$ cat src/pkg/nsbg_pkg.sv
package nsbg_pkg;

    // Clock and reference oscillator rates.
    localparam int CLK_HZ          = 40_000_000;
    localparam int CLK_PERIOD_PS   = 25_000;
    localparam int REF_HZ          = 5_000_000;

    // Spreading code rate and period.
    localparam int CHIP_RATE_HZ    = 511_000;
    localparam int CODE_PERIOD_US  = 1_000;
    localparam int REF_PER_CODE    = REF_HZ / 1_000_000 * CODE_PERIOD_US;
    localparam int CHIPS_PER_CODE  = CHIP_RATE_HZ / 1_000_000 * CODE_PERIOD_US + 
                                     (CHIP_RATE_HZ % 1_000_000) * CODE_PERIOD_US / 1_000_000;

    // String layout in milliseconds and bits.
    localparam int STRING_MS       = 2000;
    localparam int DATA_MS         = 1700;
    localparam int TM_MS           = 300;
    localparam int DATA_BIT_MS     = 20;
    localparam int MEANDER_MS      = 10;
    localparam int TM_BIT_MS       = 10;
    localparam int DATA_BITS       = 85;
    localparam int TM_BITS         = 30;

    // Time mark pattern, first transmitted bit in the top position.
    localparam logic [29:0] TM_PATTERN = 30'h3E375096;

    // Spreading register shape.
    localparam int LFSR_LEN        = 9;
    localparam int LFSR_TAP_A      = 5;
    localparam int LFSR_TAP_B      = 9;
    localparam int LFSR_OUT_STAGE  = 7;
    localparam logic [8:0] LFSR_INIT = 9'h1FF;

    // Reset values of the timing state.
    localparam logic [12:0] ACC_RESET = 13'h0000;

endpackage

$ cat src/rtl/nsbg_generator.sv
`timescale 1ns/1ps
// Summary of operation
// - The spreading code comes from a 9-stage shift register with feedback 1 + x^5 + x^9.
// - Each code period starts with the register loaded to all ones.
// - The chip output is taken from stage seven, not the last stage.
// - Chips run at 511 per millisecond and the code repeats every millisecond.
// - The first chip of each period starts the 1111111000 run and recurs every millisecond.
// - The modulating bit is spreading chip xor navigation message, plus the 100 Hz meander in the data part only.
// - A 2 s string holds 85 data bits in 1.7 s, then the time mark in 0.3 s.
// - Data bits last 20 ms in relative code and are xored with 10 ms meander bits.
// - The time mark is the fixed 30-bit pattern, each bit lasting 10 ms.
// - The first data bit of every string is forced to zero.
// - String, bit, meander and mark edges coincide with a code period start, which is also a chip edge.
// - The last time mark bit ends on an even second of the onboard day.
// - A leap second correction moves the time mark onto the corrected two-second epochs.
// - All timing comes coherently from one reference oscillator.
// - The reference oscillator runs nominally at 5.0 MHz.
module nsbg_generator #(
    parameter int CLK_HZ = nsbg_pkg::CLK_HZ
) (
    // Clock and reset.
    input  wire logic core_clk,
    input  wire logic srst,
    // Epoch strobes from the onboard timekeeping logic.
    input  wire logic even_sec_strobe,
    input  wire logic leap_strobe,
    // Navigation data source.
    input  wire logic src_bit,
    output logic      src_take,
    // Baseband outputs.
    output logic      mod_bit,
    output logic      chip_bit,
    output logic      nav_bit,
    output logic      code_epoch,
    output logic      string_start,
    output logic      tm_active
);

    localparam int          REF_DIV   = CLK_HZ / nsbg_pkg::REF_HZ;
    localparam logic [2:0]  REF_LAST  = 3'(REF_DIV - 1);
    localparam logic [13:0] CHIP_STEP = 14'(nsbg_pkg::CHIPS_PER_CODE);
    localparam logic [13:0] ACC_MOD   = 14'(nsbg_pkg::REF_PER_CODE);
    localparam logic [8:0]  CHIP_LAST = 9'(nsbg_pkg::CHIPS_PER_CODE - 1);
    localparam logic [10:0] MS_LAST   = 11'(nsbg_pkg::STRING_MS / nsbg_pkg::CODE_PERIOD_US
                                            * 1000 - 1);
    localparam logic [10:0] DATA_LAST = 11'(nsbg_pkg::DATA_MS - 1);
    localparam logic [4:0]  DBIT_LAST = 5'(nsbg_pkg::DATA_BIT_MS - 1);
    localparam logic [4:0]  TBIT_LAST = 5'(nsbg_pkg::TM_BIT_MS - 1);
    localparam logic [4:0]  MEANDER_H = 5'(nsbg_pkg::MEANDER_MS);
    localparam logic [4:0]  TM_TOP    = 5'(nsbg_pkg::TM_BITS - 1);

    // the clock must divide evenly down to the reference rate.
    if (CLK_HZ % nsbg_pkg::REF_HZ != 0 || REF_DIV < 1 || REF_DIV > 8) begin : g_chk
        $error("nsbg_generator: clock must be 1 to 8 times the reference rate");
    end

    logic [2:0]  ref_cnt;
    logic [12:0] acc;
    logic [8:0]  chip_cnt;
    logic [10:0] ms_cnt;
    logic [4:0]  slot_ms;
    logic [6:0]  slot_idx;
    logic        coded;
    logic        in_tm;
    logic        resync;
    logic        ref_tick;
    logic        chip_en;
    logic        ms_tick;
    logic        string_end;
    logic        data_bit_start;
    logic [13:0] next_acc;
    logic [8:0]  lfsr_state;
    logic        lfsr_chip;
    logic        meander;
    logic        next_nav;
    logic        epoch_q;
    logic        start_q;

    // a leap second realignment restarts the string just like an even second epoch.
    assign resync = even_sec_strobe | leap_strobe;
    assign in_tm  = (ms_cnt > DATA_LAST);

    // one divider and one accumulator feed every rate from the same clock.
    always_comb begin
        ref_tick   = (ref_cnt == REF_LAST);
        next_acc   = {1'b0, acc} + CHIP_STEP;
        chip_en    = ref_tick && (next_acc >= ACC_MOD);
        ms_tick    = chip_en && (chip_cnt == CHIP_LAST);
        string_end = ms_tick && (ms_cnt == MS_LAST);
    end

    // 20 ms data bits, the idle one opened at the string end, the rest on a code period end inside the data part.
    assign data_bit_start = string_end ||
                            (ms_tick && !in_tm && slot_ms == DBIT_LAST && ms_cnt != DATA_LAST);
    // the source is asked for its bit at each data bit after the idle one.
    assign src_take = data_bit_start && !string_end && !resync;

    // reference oscillator tick from the clock divider.
    always_ff @(posedge core_clk) begin
        if (srst || resync || ref_tick) begin
            ref_cnt <= 3'h0;
        end else begin
            ref_cnt <= ref_cnt + 3'h1;
        end
    end

    // 511 chips per 5000 reference ticks, exactly one code period per millisecond.
    always_ff @(posedge core_clk) begin
        if (srst || resync) begin
            acc      <= nsbg_pkg::ACC_RESET;
            chip_cnt <= 9'h000;
        end else if (ref_tick) begin
            acc      <= chip_en ? 13'(next_acc - ACC_MOD) : next_acc[12:0];
            if (chip_en) begin
                chip_cnt <= (chip_cnt == CHIP_LAST) ? 9'h000 : chip_cnt + 9'h001;
            end
        end
    end

    // millisecond position within the string, split into data and mark slots.
    // the string restarts on the even second, so the last mark bit ends there.
    always_ff @(posedge core_clk) begin
        if (srst || resync) begin
            ms_cnt   <= 11'h000;
            slot_ms  <= 5'h00;
            slot_idx <= 7'h00;
        end else if (ms_tick) begin
            ms_cnt <= string_end ? 11'h000 : ms_cnt + 11'h001;
            if (string_end || ms_cnt == DATA_LAST) begin
                slot_ms  <= 5'h00;
                slot_idx <= 7'h00;
            end else if (slot_ms == (in_tm ? TBIT_LAST : DBIT_LAST)) begin
                slot_ms  <= 5'h00;
                slot_idx <= slot_idx + 7'h01;
            end else begin
                slot_ms <= slot_ms + 5'h01;
            end
        end
    end

    // relative coding against the last coded bit.
    always_ff @(posedge core_clk) begin
        if (srst || resync || string_end) begin
            coded <= 1'b0;
        end else if (data_bit_start) begin
            coded <= src_bit ^ coded;
        end
    end

    // the reload opens each period on the ones run.
    // chips restart together with every other boundary.
    nsbg_lfsr u_lfsr (
        .core_clk (core_clk),
        .srst     (srst),
        .load     (ms_tick || resync),
        .shift    (chip_en),
        .state    (lfsr_state),
        .chip     (lfsr_chip)
    );

    // meander low in the first half of each data bit, high in the second.
    // the time mark replaces data and meander in the last 0.3 s.
    always_comb begin
        meander  = (slot_ms >= MEANDER_H);
        next_nav = in_tm ? nsbg_pkg::TM_PATTERN[TM_TOP - slot_idx[4:0]] : (coded ^ meander);
    end

    // one output stage keeps every output on the same edge.
    // The markers pass an extra stage, since the state they announce is itself one cycle
    // behind the event; without it they would lead the first chip by one cycle.
    always_ff @(posedge core_clk) begin
        if (srst) begin
            mod_bit      <= 1'b0;
            chip_bit     <= 1'b0;
            nav_bit      <= 1'b0;
            epoch_q      <= 1'b0;
            start_q      <= 1'b0;
            code_epoch   <= 1'b0;
            string_start <= 1'b0;
            tm_active    <= 1'b0;
        end else begin
            mod_bit      <= lfsr_chip ^ next_nav;
            chip_bit     <= lfsr_chip;
            nav_bit      <= next_nav;
            epoch_q      <= ms_tick || resync;
            start_q      <= string_end || resync;
            code_epoch   <= epoch_q;
            string_start <= start_q;
            tm_active    <= in_tm;
        end
    end

    // Helper: cycles since the last code epoch, for the period check.
    logic [15:0] period_cyc;
    always_ff @(posedge core_clk) begin
        if (srst || resync || ms_tick) begin
            period_cyc <= 16'h0000;
        end else begin
            period_cyc <= period_cyc + 16'h0001;
        end
    end

    a_code_period: assert property (@(posedge core_clk) disable iff (srst || resync)
        ms_tick |-> (period_cyc == 16'(CLK_HZ / 1000 - 1)))
        else $error("code period is not one millisecond");

    a_chip_tap: assert property (@(posedge core_clk) disable iff (srst)
        !$past(srst) |-> (chip_bit == $past(lfsr_state[6])))
        else $error("chip not taken from stage seven");

    a_epoch_ones: assert property (@(posedge core_clk) disable iff (srst)
        code_epoch |-> (lfsr_state == 9'h1FF) && lfsr_chip)
        else $error("code period does not open on the ones run");

    a_mod_xor: assert property (@(posedge core_clk) disable iff (srst)
        mod_bit == (chip_bit ^ nav_bit))
        else $error("modulating bit is not the xor of its parts");

    a_data_length: assert property (@(posedge core_clk) disable iff (srst || resync)
        (ms_tick && ms_cnt == DATA_LAST) |=> in_tm ##1 tm_active)
        else $error("time mark does not follow 1.7 s of data");

    a_meander_flip: assert property (@(posedge core_clk) disable iff (srst || resync)
        (ms_tick && !in_tm && slot_ms == 5'h09) |=> ##1 (nav_bit != $past(nav_bit, 2)))
        else $error("meander did not flip at the bit midpoint");

    a_tm_first: assert property (@(posedge core_clk) disable iff (srst || resync)
        (ms_tick && ms_cnt == DATA_LAST) |=> ##1 nav_bit && tm_active)
        else $error("time mark does not open with a one");

    a_idle_bit: assert property (@(posedge core_clk) disable iff (srst || resync)
        string_end |=> !coded ##1 (!nav_bit && string_start))
        else $error("first data bit of the string is not zero");

    a_rel_code: assert property (@(posedge core_clk) disable iff (srst)
        src_take |=> coded == ($past(src_bit) ^ $past(coded)))
        else $error("relative coding wrong");

    a_align_restart: assert property (@(posedge core_clk) disable iff (srst)
        resync |=> ((ms_cnt == 11'h000) && (chip_cnt == 9'h000) && (acc == 13'h0000))
        ##1 string_start)
        else $error("strings not restarted on the epoch strobe");

    c_string_end: cover property (@(posedge core_clk) disable iff (srst) string_end);
    c_src_take:   cover property (@(posedge core_clk) disable iff (srst) src_take);
    c_leap:       cover property (@(posedge core_clk) disable iff (srst) leap_strobe ##2 string_start);
    c_tm_entry:   cover property (@(posedge core_clk) disable iff (srst) $rose(tm_active));

endmodule

$ cat src/rtl/nsbg_lfsr.sv
`timescale 1ns/1ps
module nsbg_lfsr #(
    parameter int         LEN       = nsbg_pkg::LFSR_LEN,
    parameter int         TAP_A     = nsbg_pkg::LFSR_TAP_A,
    parameter int         TAP_B     = nsbg_pkg::LFSR_TAP_B,
    parameter int         OUT_STAGE = nsbg_pkg::LFSR_OUT_STAGE,
    parameter logic [8:0] INIT      = nsbg_pkg::LFSR_INIT
) (
    // Clock and reset.
    input  wire logic           core_clk,
    input  wire logic           srst,
    // Control.
    input  wire logic           load,
    input  wire logic           shift,
    // State and chip.
    output logic [LEN-1:0]      state,
    output logic                chip
);

    // The tap and output stages must lie inside the register.
    if (LEN != 9 || TAP_A >= TAP_B || TAP_B != LEN || OUT_STAGE > LEN || OUT_STAGE < 1) begin : g_chk
        $error("nsbg_lfsr: unsupported register shape");
    end

    // reload all ones.
    // Stage one sits in bit 0; a shift moves every stage one place toward the last.
    always_ff @(posedge core_clk) begin
        if (srst || load) begin
            state <= INIT;
        end else if (shift) begin
            state <= {state[LEN-2:0], state[TAP_A-1] ^ state[TAP_B-1]};
        end
    end

    assign chip = state[OUT_STAGE-1];

    a_lfsr_feedback: assert property (@(posedge core_clk) disable iff (srst)
        (shift && !load) |=> (state[0] == ($past(state[TAP_A-1]) ^ $past(state[TAP_B-1])))
        && (state[LEN-1:1] == $past(state[LEN-2:0])))
        else $error("spreading register feedback wrong");

    a_lfsr_reload: assert property (@(posedge core_clk) disable iff (srst)
        load |=> (state == INIT) && chip)
        else $error("spreading register not reloaded");

endmodule
$ cat config.mk
export PLATFORM = sky130hd
export DESIGN_NAME = nsbg_generator
export DESIGN_NICKNAME = d
export VERILOG_FILES = /design/src/pkg/nsbg_pkg.sv /design/src/rtl/nsbg_generator.sv /design/src/rtl/nsbg_lfsr.sv
export SDC_FILE = /design/constraint.sdc
export NUM_CORES = 1
export LEC_CHECK = 0
export BUFFER_PORTS_ARGS = -buffer_cell sky130_fd_sc_hd__buf_4
export CORE_AREA = 2 2 86 88
export CTS_BUF_LIST = sky130_fd_sc_hd__clkbuf_4 sky130_fd_sc_hd__clkbuf_8
export DETAILED_ROUTE_END_ITERATION = 8
export DIE_AREA = 0 0 88 90
export GPL_ROUTABILITY_DRIVEN = 0
export GPL_TIMING_DRIVEN = 1
export PLACE_DENSITY_LB_ADDON = 0.1
export SLEW_MARGIN = 0
export SYNTH_ARGS = -nofsm -noshare
export SYNTH_HDL_FRONTEND = slang
export SYNTH_SLANG_ARGS = --single-unit
$ cat constraint.sdc
create_clock -name core_clk -period 7.26 [get_ports core_clk]
set_input_delay 1.452 -clock core_clk [delete_from_list [all_inputs] [get_ports core_clk]]
set_output_delay 1.452 -clock core_clk [all_outputs]
set_load 0.05 [all_outputs]
; ---- Word level (Yosys, flattened, before mapping)
; Memories as Yosys holds them, arrays and structs flattened.
; Index checks and enable logic that the tools add are counted.
[op_classes]
addsub = 8
order_cmp = 4
eq_ne = 7
muxes = 10
bitwise = 5
n_reduce_logical = 22
[op_table]
columns = operator, count
row1 = $eq A11 B11 Y1 const B, 2
row2 = $mux W5, 3
row3 = $add A13 B9 Y14 const B, 1
row4 = $ge A14 B13 Y1 const B, 1
row5 = $mux W7, 2
row6 = $mux W13, 1
row7 = $sub A13 B13 Y13 const B, 1
row8 = $add A11 B1 Y11 const B, 1
row9 = $gt A11 B11 Y1 const B, 1
row10 = $mux W11, 1
row11 = $ne A11 B11 Y1 const B, 1
row12 = $add A9 B1 Y9 const B, 1
row13 = $eq A9 B9 Y1 const B, 1
row14 = $mux W9, 1
row15 = $logic_and A1 B1 Y1, 8
row16 = $logic_or A1 B1 Y1, 8
row17 = $add A7 B1 Y7 const B, 1
row18 = $lt A5 B6 Y1 const B, 1
row19 = $add A5 B1 Y5 const B, 1
row20 = $eq A5 B5 Y1, 1
row21 = $eq A5 B5 Y1 const B, 1
row22 = $ge A5 B4 Y1 const B, 1
row23 = $sub A5 B5 Y5 const A, 1
row24 = $reduce_and A2 Y1, 2
row25 = other kinds (7), 13
[totals]
ff_bits = 66
mem_bits_ro = 32
out_inout_bits = 7
memories = 1
[memory_table]
columns = name, depth, width, rd, rd_clocked_by_memory_dff, write_ports, line
row1 = (no name shown), 32, 1, 1, 0, 0, nsbg_generator.sv:165  ; next_nav = in_tm ? nsbg_pkg::TM_PATTERN[TM_TOP - slot_idx[4:0]] : (coded ^ meander);

; ---- Longest topological paths before layout
; Gate-level depths: netlist of the first run.
[depth]
depth_word = 10
depth_mapped = 14

; ---- By module
; From an unflattened synthesis of the first run, not the netlist that was laid out.
[hier_totals]
hier_cells = 436
hier_area_um2 = 3683.5
[by_module_without_submodules]
columns = mod, instances, cells_each, area_per_inst_um2, seq_area_each_um2
row1 = nsbg_generator, 1, 405, 3340.7, 1101.1
row2 = nsbg_lfsr, 1, 31, 342.8, 180.2

; ---- Worst setup path before layout of the first run
; OpenSTA, ideal clock, no wires.
[synth_path]
path_type = reg-to-output
from = register acc[1]
to = output port src_take
arrival_time_ns = 3.913
required_time_ns = 5.808
slack_ns = 1.895
path_stages_with_launch = 13
n_path_buf = 4
path_cell_list = dfxtp_1 > clkbuf_1 > inv_1 > ha_1 > clkbuf_2 > or4b_1 > buf_2 > nor2_1 > a31oi_1 > o21ai_2 > nand3_1 > buf_2 > nor4b_1
[synth_via]
elab_chain_len = 10
elab_cells_between_ends = 12
cone_classes = add/sub (1) / order compare (1) / reduce/logical (10)
[synth_lines]
columns = item, line
row1 = "start, declared", nsbg_generator.sv:58  ; logic [12:0] acc;
row2 = "start signal, assigned", nsbg_generator.sv:110  ; acc <= nsbg_pkg::ACC_RESET;
row3 = "start signal, assigned", nsbg_generator.sv:113  ; acc <= chip_en ? 13'(next_acc - ACC_MOD) : next_acc[12:0];
row4 = $add A13 B9 Y14 *, nsbg_generator.sv:86  ; next_acc = {1'b0, acc} + CHIP_STEP;
row5 = $ge A14 B13 Y1 *, nsbg_generator.sv:87  ; chip_en = ref_tick && (next_acc >= ACC_MOD);
row6 = $logic_and A1 B1 Y1 *, nsbg_generator.sv:87
row7 = $logic_and A1 B1 Y1 *, nsbg_generator.sv:88  ; ms_tick = chip_en && (chip_cnt == CHIP_LAST);
row8 = $logic_and A1 B1 Y1 (3 in a row), nsbg_generator.sv:94  ; (ms_tick && !in_tm && slot_ms == DBIT_LAST && ms_cnt != DATA_LAST);
row9 = $logic_or A1 B1 Y1, nsbg_generator.sv:93  ; assign data_bit_start = string_end ||
row10 = $logic_and A1 B1 Y1 * (2 in a row), nsbg_generator.sv:96  ; assign src_take = data_bit_start && !string_end && !resync;
row11 = "end, declared", nsbg_generator.sv:29  ; output logic src_take,
; Mark *: on every way between the ends. The rest lies on a longest branch, timed or not.

; ---- Final worst setup path of the first run
[layout_path]
from = register ref_cnt[0]
to = output port src_take
[layout_via]
elab_chain_len = 9
elab_cells_between_ends = 11
cone_classes = eq/ne (1) / reduce/logical (10)
[layout_lines]
columns = item, line
row1 = "start, declared", nsbg_generator.sv:57  ; logic [2:0] ref_cnt;
row2 = "start signal, assigned", nsbg_generator.sv:103  ; ref_cnt <= ref_cnt + 3'h1;
row3 = $eq A3 B3 Y1 *, nsbg_generator.sv:85  ; ref_tick = (ref_cnt == REF_LAST);
row4 = $logic_and A1 B1 Y1 *, nsbg_generator.sv:87
row5 = $logic_and A1 B1 Y1 *, nsbg_generator.sv:88
row6 = $logic_and A1 B1 Y1 (3 in a row), nsbg_generator.sv:94
row7 = $logic_or A1 B1 Y1, nsbg_generator.sv:93
row8 = $logic_and A1 B1 Y1 * (2 in a row), nsbg_generator.sv:96
; Marks and branches as above.

==> results.md, run 1 <==
### STA
* Worst Clk Skew: 0.008415 ns
* accumulated negative setup slack: 0 ns
* relative max-transition margin: 42.29%
* fin crit share: 73.62%
* unrepaired setup endpoints after global routing: false
* fmax: 187.1 MHz
* worst-margin pin slew: 0.8578 ns
* number of pins with negative max-slew slack in the final report: 0
* final setup vio count: 0
* minimum clock period: 5.345 ns
* final hold violation count: 0

### Final layout
* ratio of cells with drive above 1 in the final layout: 9.677%
* number of inserted diodes: 0
* post-layout net count: 478
* layout-stage area growth over the synthesis result: 6.897%
* post-route design area: 4034 sq um

### Floorplan
* Die H: 90 microns
* Die Area: 7920 sq um
* width of the die: 88 microns
* core region area: 7020 sq um
* starting density of the core: 53.75%
* number of primary I/O pins: 12
* number of rows created at floorplan: 31

### Power and ir drop
* pwr dens: 161.3 nW/um^2
* maximum vdd ir drop: 0.0001086 V
* reported leakage power: 1.524 nW

### Detailed routing
* detail-routed via count per cell: 6.011
* remaining routing DRC violations: 0
* detailed-route wire length: 8.225 mm
* routed len/inst: 14.58 microns
* TritonRoute pass-1 iters: 5
* count of antenna-violating nets left after detailed routing: 0
* via total after detailed routing: 3390
* initial DRC count: 294

### Synth
* Warnings, synthesis: 0
* Post-Syn Area per Cell: 8.046 sq um
* most frequently used cell type in the post-synthesis netlist: sky130_fd_sc_hd__dfxtp_1
* main area contributors after synthesis: sky130_fd_sc_hd__dfxtp_1 34%, sky130_fd_sc_hd__nand2_1 4.7%, sky130_fd_sc_hd__nor2_1 4.4%, sky130_fd_sc_hd__ha_1 4.3%, sky130_fd_sc_hd__nand3_1 4.2%
* Yosys cell types: 64
* predominant post-synthesis flop cell: sky130_fd_sc_hd__dfxtp_1
* Mapped Cells: 469
* area share of the largest cell type after synthesis: 33.95%
* Async S/R FF share, synth: 0%
* list of most frequent post-synthesis cells: 64 x sky130_fd_sc_hd__dfxtp_1, 47 x sky130_fd_sc_hd__nand2_1, 44 x sky130_fd_sc_hd__nor2_1
* number of storage elements in the synthesis netlist: 64
* Netlist Area Pre-Place: 3774 sq um
* Post-synth EDFFs: 0
* Synthesized Nets: 487
* share of synthesized area occupied by flip-flops and latches: 33.95%
* post-synthesis cell type with the largest combined area: sky130_fd_sc_hd__dfxtp_1

### Run status
* outcome: completed

### Worst hold path
* launch point of the worst hold path: ref_cnt[0]
* worst min-delay path class: reg2reg

### GRT
* vias in the first global route: 2882
* antenna violations before repair: 0
* pin count of the biggest net entering global routing: 35
* gr usage total: 21.27%
* global route overflow: 0
* global-route wire length before repair: 13.59 mm

### Setup path
* critical setup path kind: reg2out
* worst flop-to-flop path startpoint: ref_cnt[0]
* maximum net fanout on the critical path: 21
* worst endpoint required time: 5.81 ns
* startpoint of the worst setup timing path: ref_cnt[0]
* endpoint type of the worst setup path: output port
* Arr. time, crit path: 3.89 ns
* Startpoint Class: flip-flop

### Clocking
* # Post-CTS Setup Buffers: 0
* CTS Buf Count: 9
* H-tree levels: 3
* # resized after CTS: 0
* clock root buffer master: sky130_fd_sc_hd__clkbuf_8
* quantity of hold-fixing buffers added after cts: 0
* clock latency on the worst-skew pair: 0.35 ns
* maximum count of clock buffers along a single path: 2
* CTS tree: built
* total clock sinks: 64
* Clock Pin Slew Worst Setup and Hold Paths: 0.07 ns

### Placement
* IO Port Bufs: 11
* dpl cell area: 3852 sq um
* HPWL after detailed placement: 5.642 mm

### Flow run
* total of max-cap violations: 0

registers in the layout, summed over array words and instances, names as in the netlist:
signal / flops
code_epoch: 1
string_start: 1
start_q: 1
tm_active: 1
chip_cnt: 9
slot_ms: 5
ref_cnt: 3
chip_bit: 1
nav_bit: 1
ms_cnt: 11
slot_idx: 5
coded: 1
mod_bit: 1
u_lfsr.state: 9
acc: 13
epoch_q: 1
per-layer routing:
layer  routed length (microns)  GRT usage, %  part of all wire, %
met1                      3929         30.19                   48
met2                      3719         31.63                   45
met3                       419         4.132                  5.1
met4                       155         8.077                  1.9
met5                         0             0                    0
path summary, 6_finish.rpt:
kind | endpoint | slack (ns) | cells after the start
setup reg to reg | slot_idx[3] | 3.56 | 8
setup / recovery | src_take | 1.92 | 8
hold reg to reg | ref_cnt[0] | 0.42 | 1
hold / removal | ref_cnt[0] | 0.42 | 1
metrics by stage:
step | power (W) | setup slack (ns) | instances | util [%] | hold WS, ns
final | 0.0006506 | 1.915 | 564 | 57.46 | 0.4242
after global routing | 0.0006765 | 1.628 | 564 | 57.46 | 0.4481
after CTS | 0.0006579 | 1.912 | 564 | 57.46 | 0.4301
after detailed placement | 0.0003792 | 2.238 | 548 | 54.87 | 0.4203
after global placement | 0.0003791 | 2.399 | 548 | 54.87 | 0.4124
after floorplan | 0.0003727 | 1.895 | 469 | - | 0.4043
placed cells by master (no fill, tap or decap), drive strengths merged, types with 4 or more instances in the layout:
cell type / Yosys / layout
xnor2: 12 / 12
nand2: 47 / 47
and4: 4 / 4
o21ai: 20 / 20
a211oi: 6 / 6
inv: 9 / 10
clkbuf: 20 / 10
o21a: 6 / 6
nor3b: 6 / 6
nor3: 12 / 12
and3: 14 / 14
xor2: 18 / 18
buf: 13 / 13
nand3: 32 / 32
or3: 7 / 7
or4: 6 / 6
nor4: 9 / 9
ha: 13 / 13
nand4: 18 / 18
clkinv: 0 / 4
dfxtp: 64 / 64
a31oi: 6 / 6
nand2b: 7 / 7
nor2b: 8 / 8
a21oi: 19 / 19
nor2: 45 / 45
and2: 4 / 4
final cells by class:
| type | count | area (sq um) |
|---|---|---|
| fill | 652 | 2987 |
| multi-input combinational | 363 | 2316 |
| sequential | 64 | 1281 |
| clock buffer | 10 | 137.6 |
| tap | 99 | 123.9 |
| timing repair buffer | 13 | 97.59 |
| clock inverter | 6 | 43.79 |
| inverter | 9 | 33.78 |
cell families after synthesis:
group / synth area share [%]
AOI/OAI and AO/OA: 16.78
muxes: 1.393
xor gates and xnor gates: 6.963
DFF: 33.95
adders and majority gates: 4.310
and+or+nand+nor: 31.80
buffers and inverters: 4.808
report_power, final:
group / leakage, nW / internal, W / switching [W]
combinational: 0.914 / 0.00000497 / 0.0000124
sequential: 0.518 / 0.000353 / 0.000000572
clock: 0.0926 / 0.000134 / 0.000146
worst max-delay path, cell delays in order (launching register included):
cell and delay (ns):
sky130_fd_sc_hd__dfxtp_1 0.33, sky130_fd_sc_hd__ha_1 0.15, sky130_fd_sc_hd__ha_1 0.49, sky130_fd_sc_hd__inv_1 0.34, sky130_fd_sc_hd__a311oi_1 0.28, sky130_fd_sc_hd__o31a_1 0.68
sky130_fd_sc_hd__nand3_1 0.58, sky130_fd_sc_hd__nor4b_1 0.43, sky130_fd_sc_hd__buf_4 0.26
(Power assumes the default switching activity.)
==> run 2, diff against run 1 <==
Clock period 7.26 ns to 5.2 ns, I/O delays scaled along.
==> run 2 against run 1 <==
  * Sequential cell count stayed put
  * Clock power is 76% higher
  * Worst hold slack better by 0.013 ns
==> results.md, run 2 (synthesis gave the netlist of run 1 again) <==
### Run status
* outcome: completed

### GRT
* global-route wire length before repair: 14.88 mm, +9.5%
* global route overflow: 0, unchanged
* pin count of the biggest net entering global routing: 34, -2.9%
* gr usage total: 22.83%, +1.6 points
* antenna violations before repair: 0, unchanged
* vias in the first global route: 3181, +10%

### Worst hold path
* worst min-delay path class: reg2reg

### STA
* final setup vio count: 0, unchanged
* unrepaired setup endpoints after global routing: false
* minimum clock period: 4.443 ns
* worst-margin pin slew: 1.035 ns, +0.1774 ns
* accumulated negative setup slack: 0 ns, unchanged
* relative max-transition margin: 30.35%, -12 points
* fmax: 225.1 MHz
* fin crit share: 85.44%
* final hold violation count: 0, unchanged
* Worst Clk Skew: 0.009923 ns, +0.001507 ns
* post-route worst setup slack: 0.7570 ns, -1.158 ns
* number of pins with negative max-slew slack in the final report: 0, unchanged

### Clocking
* clock root buffer master: sky130_fd_sc_hd__clkbuf_8
* H-tree levels: 3, unchanged
* quantity of hold-fixing buffers added after cts: 0, unchanged
* Clock Pin Slew Worst Setup and Hold Paths: 0.07 ns, about the same
* total clock sinks: 64, unchanged
* clock latency on the worst-skew pair: 0.34 ns, about the same
* maximum count of clock buffers along a single path: 2, unchanged
* CTS tree: built
* # Post-CTS Setup Buffers: 0, unchanged
* CTS Buf Count: 9, unchanged
* # resized after CTS: 0, unchanged

### Final layout
* registers with the most flip-flops: acc (13), ms_cnt (11)
* ratio of cells with drive above 1 in the final layout: 10.06%, +0.39 points
* most frequent cells in the layout: 64 x sky130_fd_sc_hd__dfxtp_1, 47 x sky130_fd_sc_hd__nand2_1, 44 x sky130_fd_sc_hd__nor2_1, 32 x sky130_fd_sc_hd__nand3_1
* Sequential cell area: 1281 sq um, unchanged
* register bank with the most flops: acc
* most common library cell in the layout ignoring fill and taps: sky130_fd_sc_hd__dfxtp_1
* number of inserted diodes: 0, unchanged
* max FFs per register: 13, unchanged
* FILL cells: 686, +5.2%
* layout-stage area growth over the synthesis result: 8.554%
* area used by multi-input combinational logic: 2316 sq um, unchanged
* post-layout instance count excluding filler cells: 566, +0.35%
* post-layout net count: 480, +0.42%

### Detailed routing
* detailed-route wire length: 8.360 mm, +1.6%
* detail-routed via count per cell: 6.088, +1.3%
* routed len/inst: 14.77 microns, +1.3%
* initial DRC count: 284, -3.4%
* remaining routing DRC violations: 0, unchanged
* TritonRoute pass-1 iters: 5, unchanged
* count of antenna-violating nets left after detailed routing: 0, unchanged
* via total after detailed routing: 3446, +1.7%

### Power and ir drop
* pwr dens: 246.7 nW/um^2, +53%
* maximum vdd ir drop: 0.0001187 V, +9.3%
* reported leakage power: 1.546 nW, +1.5%

### Placement
* IO Port Bufs: 11, unchanged
* setup slack after placement: 1.140 ns, -1.098 ns
* HPWL after detailed placement: 5.706 mm, +1.1%
* # placed instances: 550, +0.36%

### Setup path
* critical setup path kind: reg2out
* maximum net fanout on the critical path: 33, +57%
* Startpoint Class: flip-flop
* Arr. time, crit path: 3.40 ns, -0.49 ns
* endpoint type of the worst setup path: output port
* worst endpoint required time: 4.16 ns, -1.65 ns

### Floorplan
* starting density of the core: 53.75%, unchanged
* Die Area: 7920 sq um, unchanged
* number of primary I/O pins: 12, unchanged
* width of the die: 88 microns, unchanged
* number of rows created at floorplan: 31, unchanged
* core region area: 7020 sq um, unchanged
* Die H: 90 microns, unchanged

### Flow run
* total of max-cap violations: 0, unchanged

-- run 2: cell count changes in the layout (fill, tap and decap cells not counted) --
cell,delta
sky130_fd_sc_hd__buf_4,+2
sky130_fd_sc_hd__bufinv_16,+2
sky130_fd_sc_hd__clkinv_2,-2
sky130_fd_sc_hd__clkinv_4,-2
sky130_fd_sc_hd__clkinvlp_4,+2
-- run 2: layout make-up --
| class | instances | area share, % |
|---|---|---|
| multi-input cells | 363 | 56.54 |
| flip-flops and latches | 64 | 31.28 |
| clock buffers | 10 | 3.360 |
| well taps | 99 | 3.024 |
| repair buffers | 15 | 2.749 |
| clock inverters | 6 | 2.230 |
| inverters | 9 | 0.8247 |
-- run 2: final timing paths --
kind / cells past startpoint / slack (ns) / startpoint / to
min: 1 / 0.44 / ref_cnt[0] / ref_cnt[0]
max: 10 / 0.76 / acc[0] / src_take
max reg2reg: 10 / 1.75 / acc[0] / u_lfsr.state[0]
min reg2reg: 1 / 0.44 / ref_cnt[0] / ref_cnt[0]
-- run 2: power by group --
part           switching (W)   total, W  internal, W
logic              0.0000172  0.0000241   0.00000692
clock network       0.000208   0.000493     0.000285
registers        0.000000808   0.000494     0.000493
-- run 2: routing by layer --
layer  share of wire (%)  global-route usage, %  vias up
li1                    -                      -     1689
met1                  49                  32.97     1638
met2                  45                  34.66      101
met3                 4.5                  3.489       18
met4                 1.5                  7.308        0
met5                   0                      0        -
-- run 2: stage by stage --
stage	utilization, %	cell area [sq um]	power [W]	hold WS, ns
after detailed placement	55.09	3867	0.0005292	0.4290
after floorplan	-	3774	0.0005203	0.4043
after global routing	58.35	4096	0.001040	0.4689
final	58.35	4096	0.001010	0.4376
after CTS	58.35	4096	0.001015	0.4466
after global placement	55.09	3867	0.0005289	0.4128
-- run 2: worst max-delay path, stage by stage (launching register included) --
cell and delay, ns:
sky130_fd_sc_hd__dfxtp_1 0.40, sky130_fd_sc_hd__inv_1 0.09, sky130_fd_sc_hd__ha_1 0.30, sky130_fd_sc_hd__or4b_1 0.60, sky130_fd_sc_hd__nor2_1 0.29, sky130_fd_sc_hd__a31oi_1 0.17
sky130_fd_sc_hd__o21ai_2 0.16, sky130_fd_sc_hd__buf_4 0.33, sky130_fd_sc_hd__nand3_1 0.15, sky130_fd_sc_hd__nor4b_1 0.32, sky130_fd_sc_hd__buf_4 0.25
==> run 3, diff against run 2 <==
Clock period 5.2 ns to 5.3 ns, I/O delays scaled along.
==> run 3 against run 2 <==
  * Final area hardly changed
  * Sequential share of layout area hardly changed
  * Clock skew is 0.0023 ns lower
  * Highest routed layer unchanged
  * Global-route usage is 0.60 points lower
  * Non-clock buffer count stayed put
  * Core utilization hardly changed
  * Sequential cell count stayed put
  * Worst hold slack worse by 0.0012 ns
  * Die area stayed put
  * Register-to-register slack hardly changed
  * First-iteration DRC count is 32% higher
  * Clock-buffer cell count stayed put
==> results.md, run 3 (synthesis gave the netlist of run 1 again) <==
### Run status
* outcome: completed

### Setup path
* kind of cell with the highest combined delay on the critical path: simple AND/OR/NAND/NOR gates
* number of buffer and inverter instances along the worst setup path: 2, -1
* Startpoint Class: flip-flop
* worst endpoint required time: 4.24 ns, +0.08 ns
* Arr. time, crit path: 3.44 ns, +0.04 ns
* endpoint type of the worst setup path: output port
* cell breakdown of the critical path: inv_1 > ha_1 > nor4b_2 > a21oi_1 > a31oi_1 > o21ai_2 > nand4_1 > nand2_1 > nor4b_1 > buf_4
* maximum net fanout on the critical path: 9, -73%
* critical setup path kind: reg2out
* largest incremental delay on the critical path: 0.75 ns, +0.15 ns
* Worst path slowest cell: sky130_fd_sc_hd__nor4b_2

### STA
* fin crit share: 84.84%
* minimum clock period: 4.496 ns
* relative max-transition margin: 37.10%, +6.8 points
* final hold violation count: 0, unchanged
* accumulated negative setup slack: 0 ns, unchanged
* unrepaired setup endpoints after global routing: false
* fmax: 222.4 MHz
* Worst Clk Skew: 0.007664 ns, -0.002258 ns
* number of pins with negative max-slew slack in the final report: 0, unchanged
* worst-margin pin slew: 0.9348 ns, -0.1003 ns
* final setup vio count: 0, unchanged

### Power and ir drop
* total power consumption of the routed design: 0.0009873 W, -2.3%
* combinational power share: 2.4%, about the same
* share of total power consumed by net switching: 22.09%, -0.30 points
* P_sw: 0.0002181 W, -3.6%
* maximum vdd ir drop: 0.0001301 V, +9.6%
* pwr dens: 240.9 nW/um^2, -2.3%
* reported leakage power: 1.550 nW, +0.23%
* sequential share of power: 49.1%, +0.3 points
* proportion of power drawn by the clock network: 48.6%, -0.2 points
* P_int: 0.0007692 W, -1.9%

### Final layout
* final design utilization: 58.37%, about the same
* registers with the most flip-flops: acc (13), ms_cnt (11)
* register bank with the most flops: acc
* layout-stage area growth over the synthesis result: 8.588%, about the same
* ratio of cells with drive above 1 in the final layout: 10.06%, unchanged
* post-layout net count: 480, unchanged
* FILL cells: 654, -4.7%
* number of inserted diodes: 0, unchanged
* most frequent cells in the layout: 64 x sky130_fd_sc_hd__dfxtp_1, 47 x sky130_fd_sc_hd__nand2_1, 44 x sky130_fd_sc_hd__nor2_1, 32 x sky130_fd_sc_hd__nand3_1
* max FFs per register: 13, unchanged
* most common library cell in the layout ignoring fill and taps: sky130_fd_sc_hd__dfxtp_1

### GRT
* vias in the first global route: 3006, -5.5%
* global-route wire length before repair: 14.16 mm, -4.9%
* antenna violations before repair: 0, unchanged
* gr usage total: 22.23%, -0.60 points
* global route overflow: 0, unchanged
* pin count of the biggest net entering global routing: 32, -5.9%

### Floorplan
* number of primary I/O pins: 12, unchanged
* Die Area: 7920 sq um, unchanged
* number of rows created at floorplan: 31, unchanged
* width of the die: 88 microns, unchanged
* starting density of the core: 53.75%, unchanged
* core region area: 7020 sq um, unchanged
* Die H: 90 microns, unchanged

### Clocking
* H-tree levels: 3, unchanged
* maximum count of clock buffers along a single path: 2, unchanged
* quantity of hold-fixing buffers added after cts: 0, unchanged
* clock root buffer master: sky130_fd_sc_hd__clkbuf_8
* total clock sinks: 64, unchanged
* # resized after CTS: 0, unchanged
* # Post-CTS Setup Buffers: 0, unchanged
* clock latency on the worst-skew pair: 0.35 ns, about the same
* Clock Pin Slew Worst Setup and Hold Paths: 0.07 ns, about the same
* CTS tree: built
* CTS Buf Count: 9, unchanged

### Detailed routing
* routed len/inst: 14.60 microns, -1.2%
* initial DRC count: 376, +32%
* detail-routed via count per cell: 5.951, -2.3%
* remaining routing DRC violations: 0, unchanged
* detailed-route wire length: 8.263 mm, -1.2%
* via total after detailed routing: 3368, -2.3%
* count of antenna-violating nets left after detailed routing: 0, unchanged
* TritonRoute pass-1 iters: 5, unchanged

### Flow run
* total of max-cap violations: 0, unchanged

### Placement
* IO Port Bufs: 11, unchanged
* HPWL after detailed placement: 5.627 mm, -1.4%

### Worst hold path
* worst min-delay path class: reg2reg

-- run 3: cell types whose count changed in the layout (fill, tap and decap cells not counted), sizes merged --
cell,delta
clkinvlp,-1
inv,-1
clkinv,+2
-- run 3: area by class of cell --
type / count / area, sq um / area share [%]
multi-input combinational: 363 / 2316 / 56.52
sequential: 64 / 1281 / 31.27
clock buffer: 10 / 137.6 / 3.359
tap: 99 / 123.9 / 3.023
timing repair buffer: 15 / 112.6 / 2.748
clock inverter: 6 / 92.59 / 2.260
inverter: 9 / 33.78 / 0.8244
-- run 3: through the flow --
step	setup slack, ns	instance area, sq um	hold WS, ns	std cells
2_1_floorplan	0.3274	3774	0.4043	469
3_3_place_gp	1.368	3867	0.4131	550
3_5_place_dp	1.268	3867	0.4282	550
4_1_cts	0.8527	4098	0.4391	566
5_1_grt	0.5418	4098	0.4625	566
6_report	0.8037	4098	0.4364	566
-- run 3: power by group through the flow --
| stage | Combinational (W) | Clock [W] | Sequential (W) |
|---|---|---|---|
| 2_1_floorplan | 0.00000937 | 0 | 0.000501 |
| 3_3_place_gp | 0.0000237 | 0 | 0.000495 |
| 3_5_place_dp | 0.0000237 | 0 | 0.000495 |
| 4_1_cts | 0.0000238 | 0.000493 | 0.000484 |
| 5_1_grt | 0.0000258 | 0.000511 | 0.000484 |
| 6_report | 0.0000236 | 0.000479 | 0.000484 |
-- run 3: final timing paths --
kind | start | to | slack [ns] | cells after the start
max | acc[0] | src_take | 0.80 | 10
min reg2reg | ref_cnt[0] | ref_cnt[0] | 0.44 | 1
max reg2reg | acc[0] | u_lfsr.state[0] | 1.75 | 10
min | ref_cnt[0] | ref_cnt[0] | 0.44 | 1
-- run 3: layer usage --
metal | up-vias | GRT usage [%] | wire length, microns
met5 | - | 0 | 0
met4 | 0 | 9.872 | 181
met3 | 17 | 4.591 | 359
met2 | 77 | 32.26 | 3614
met1 | 1579 | 31.48 | 4108
li1 | 1695 | - | -
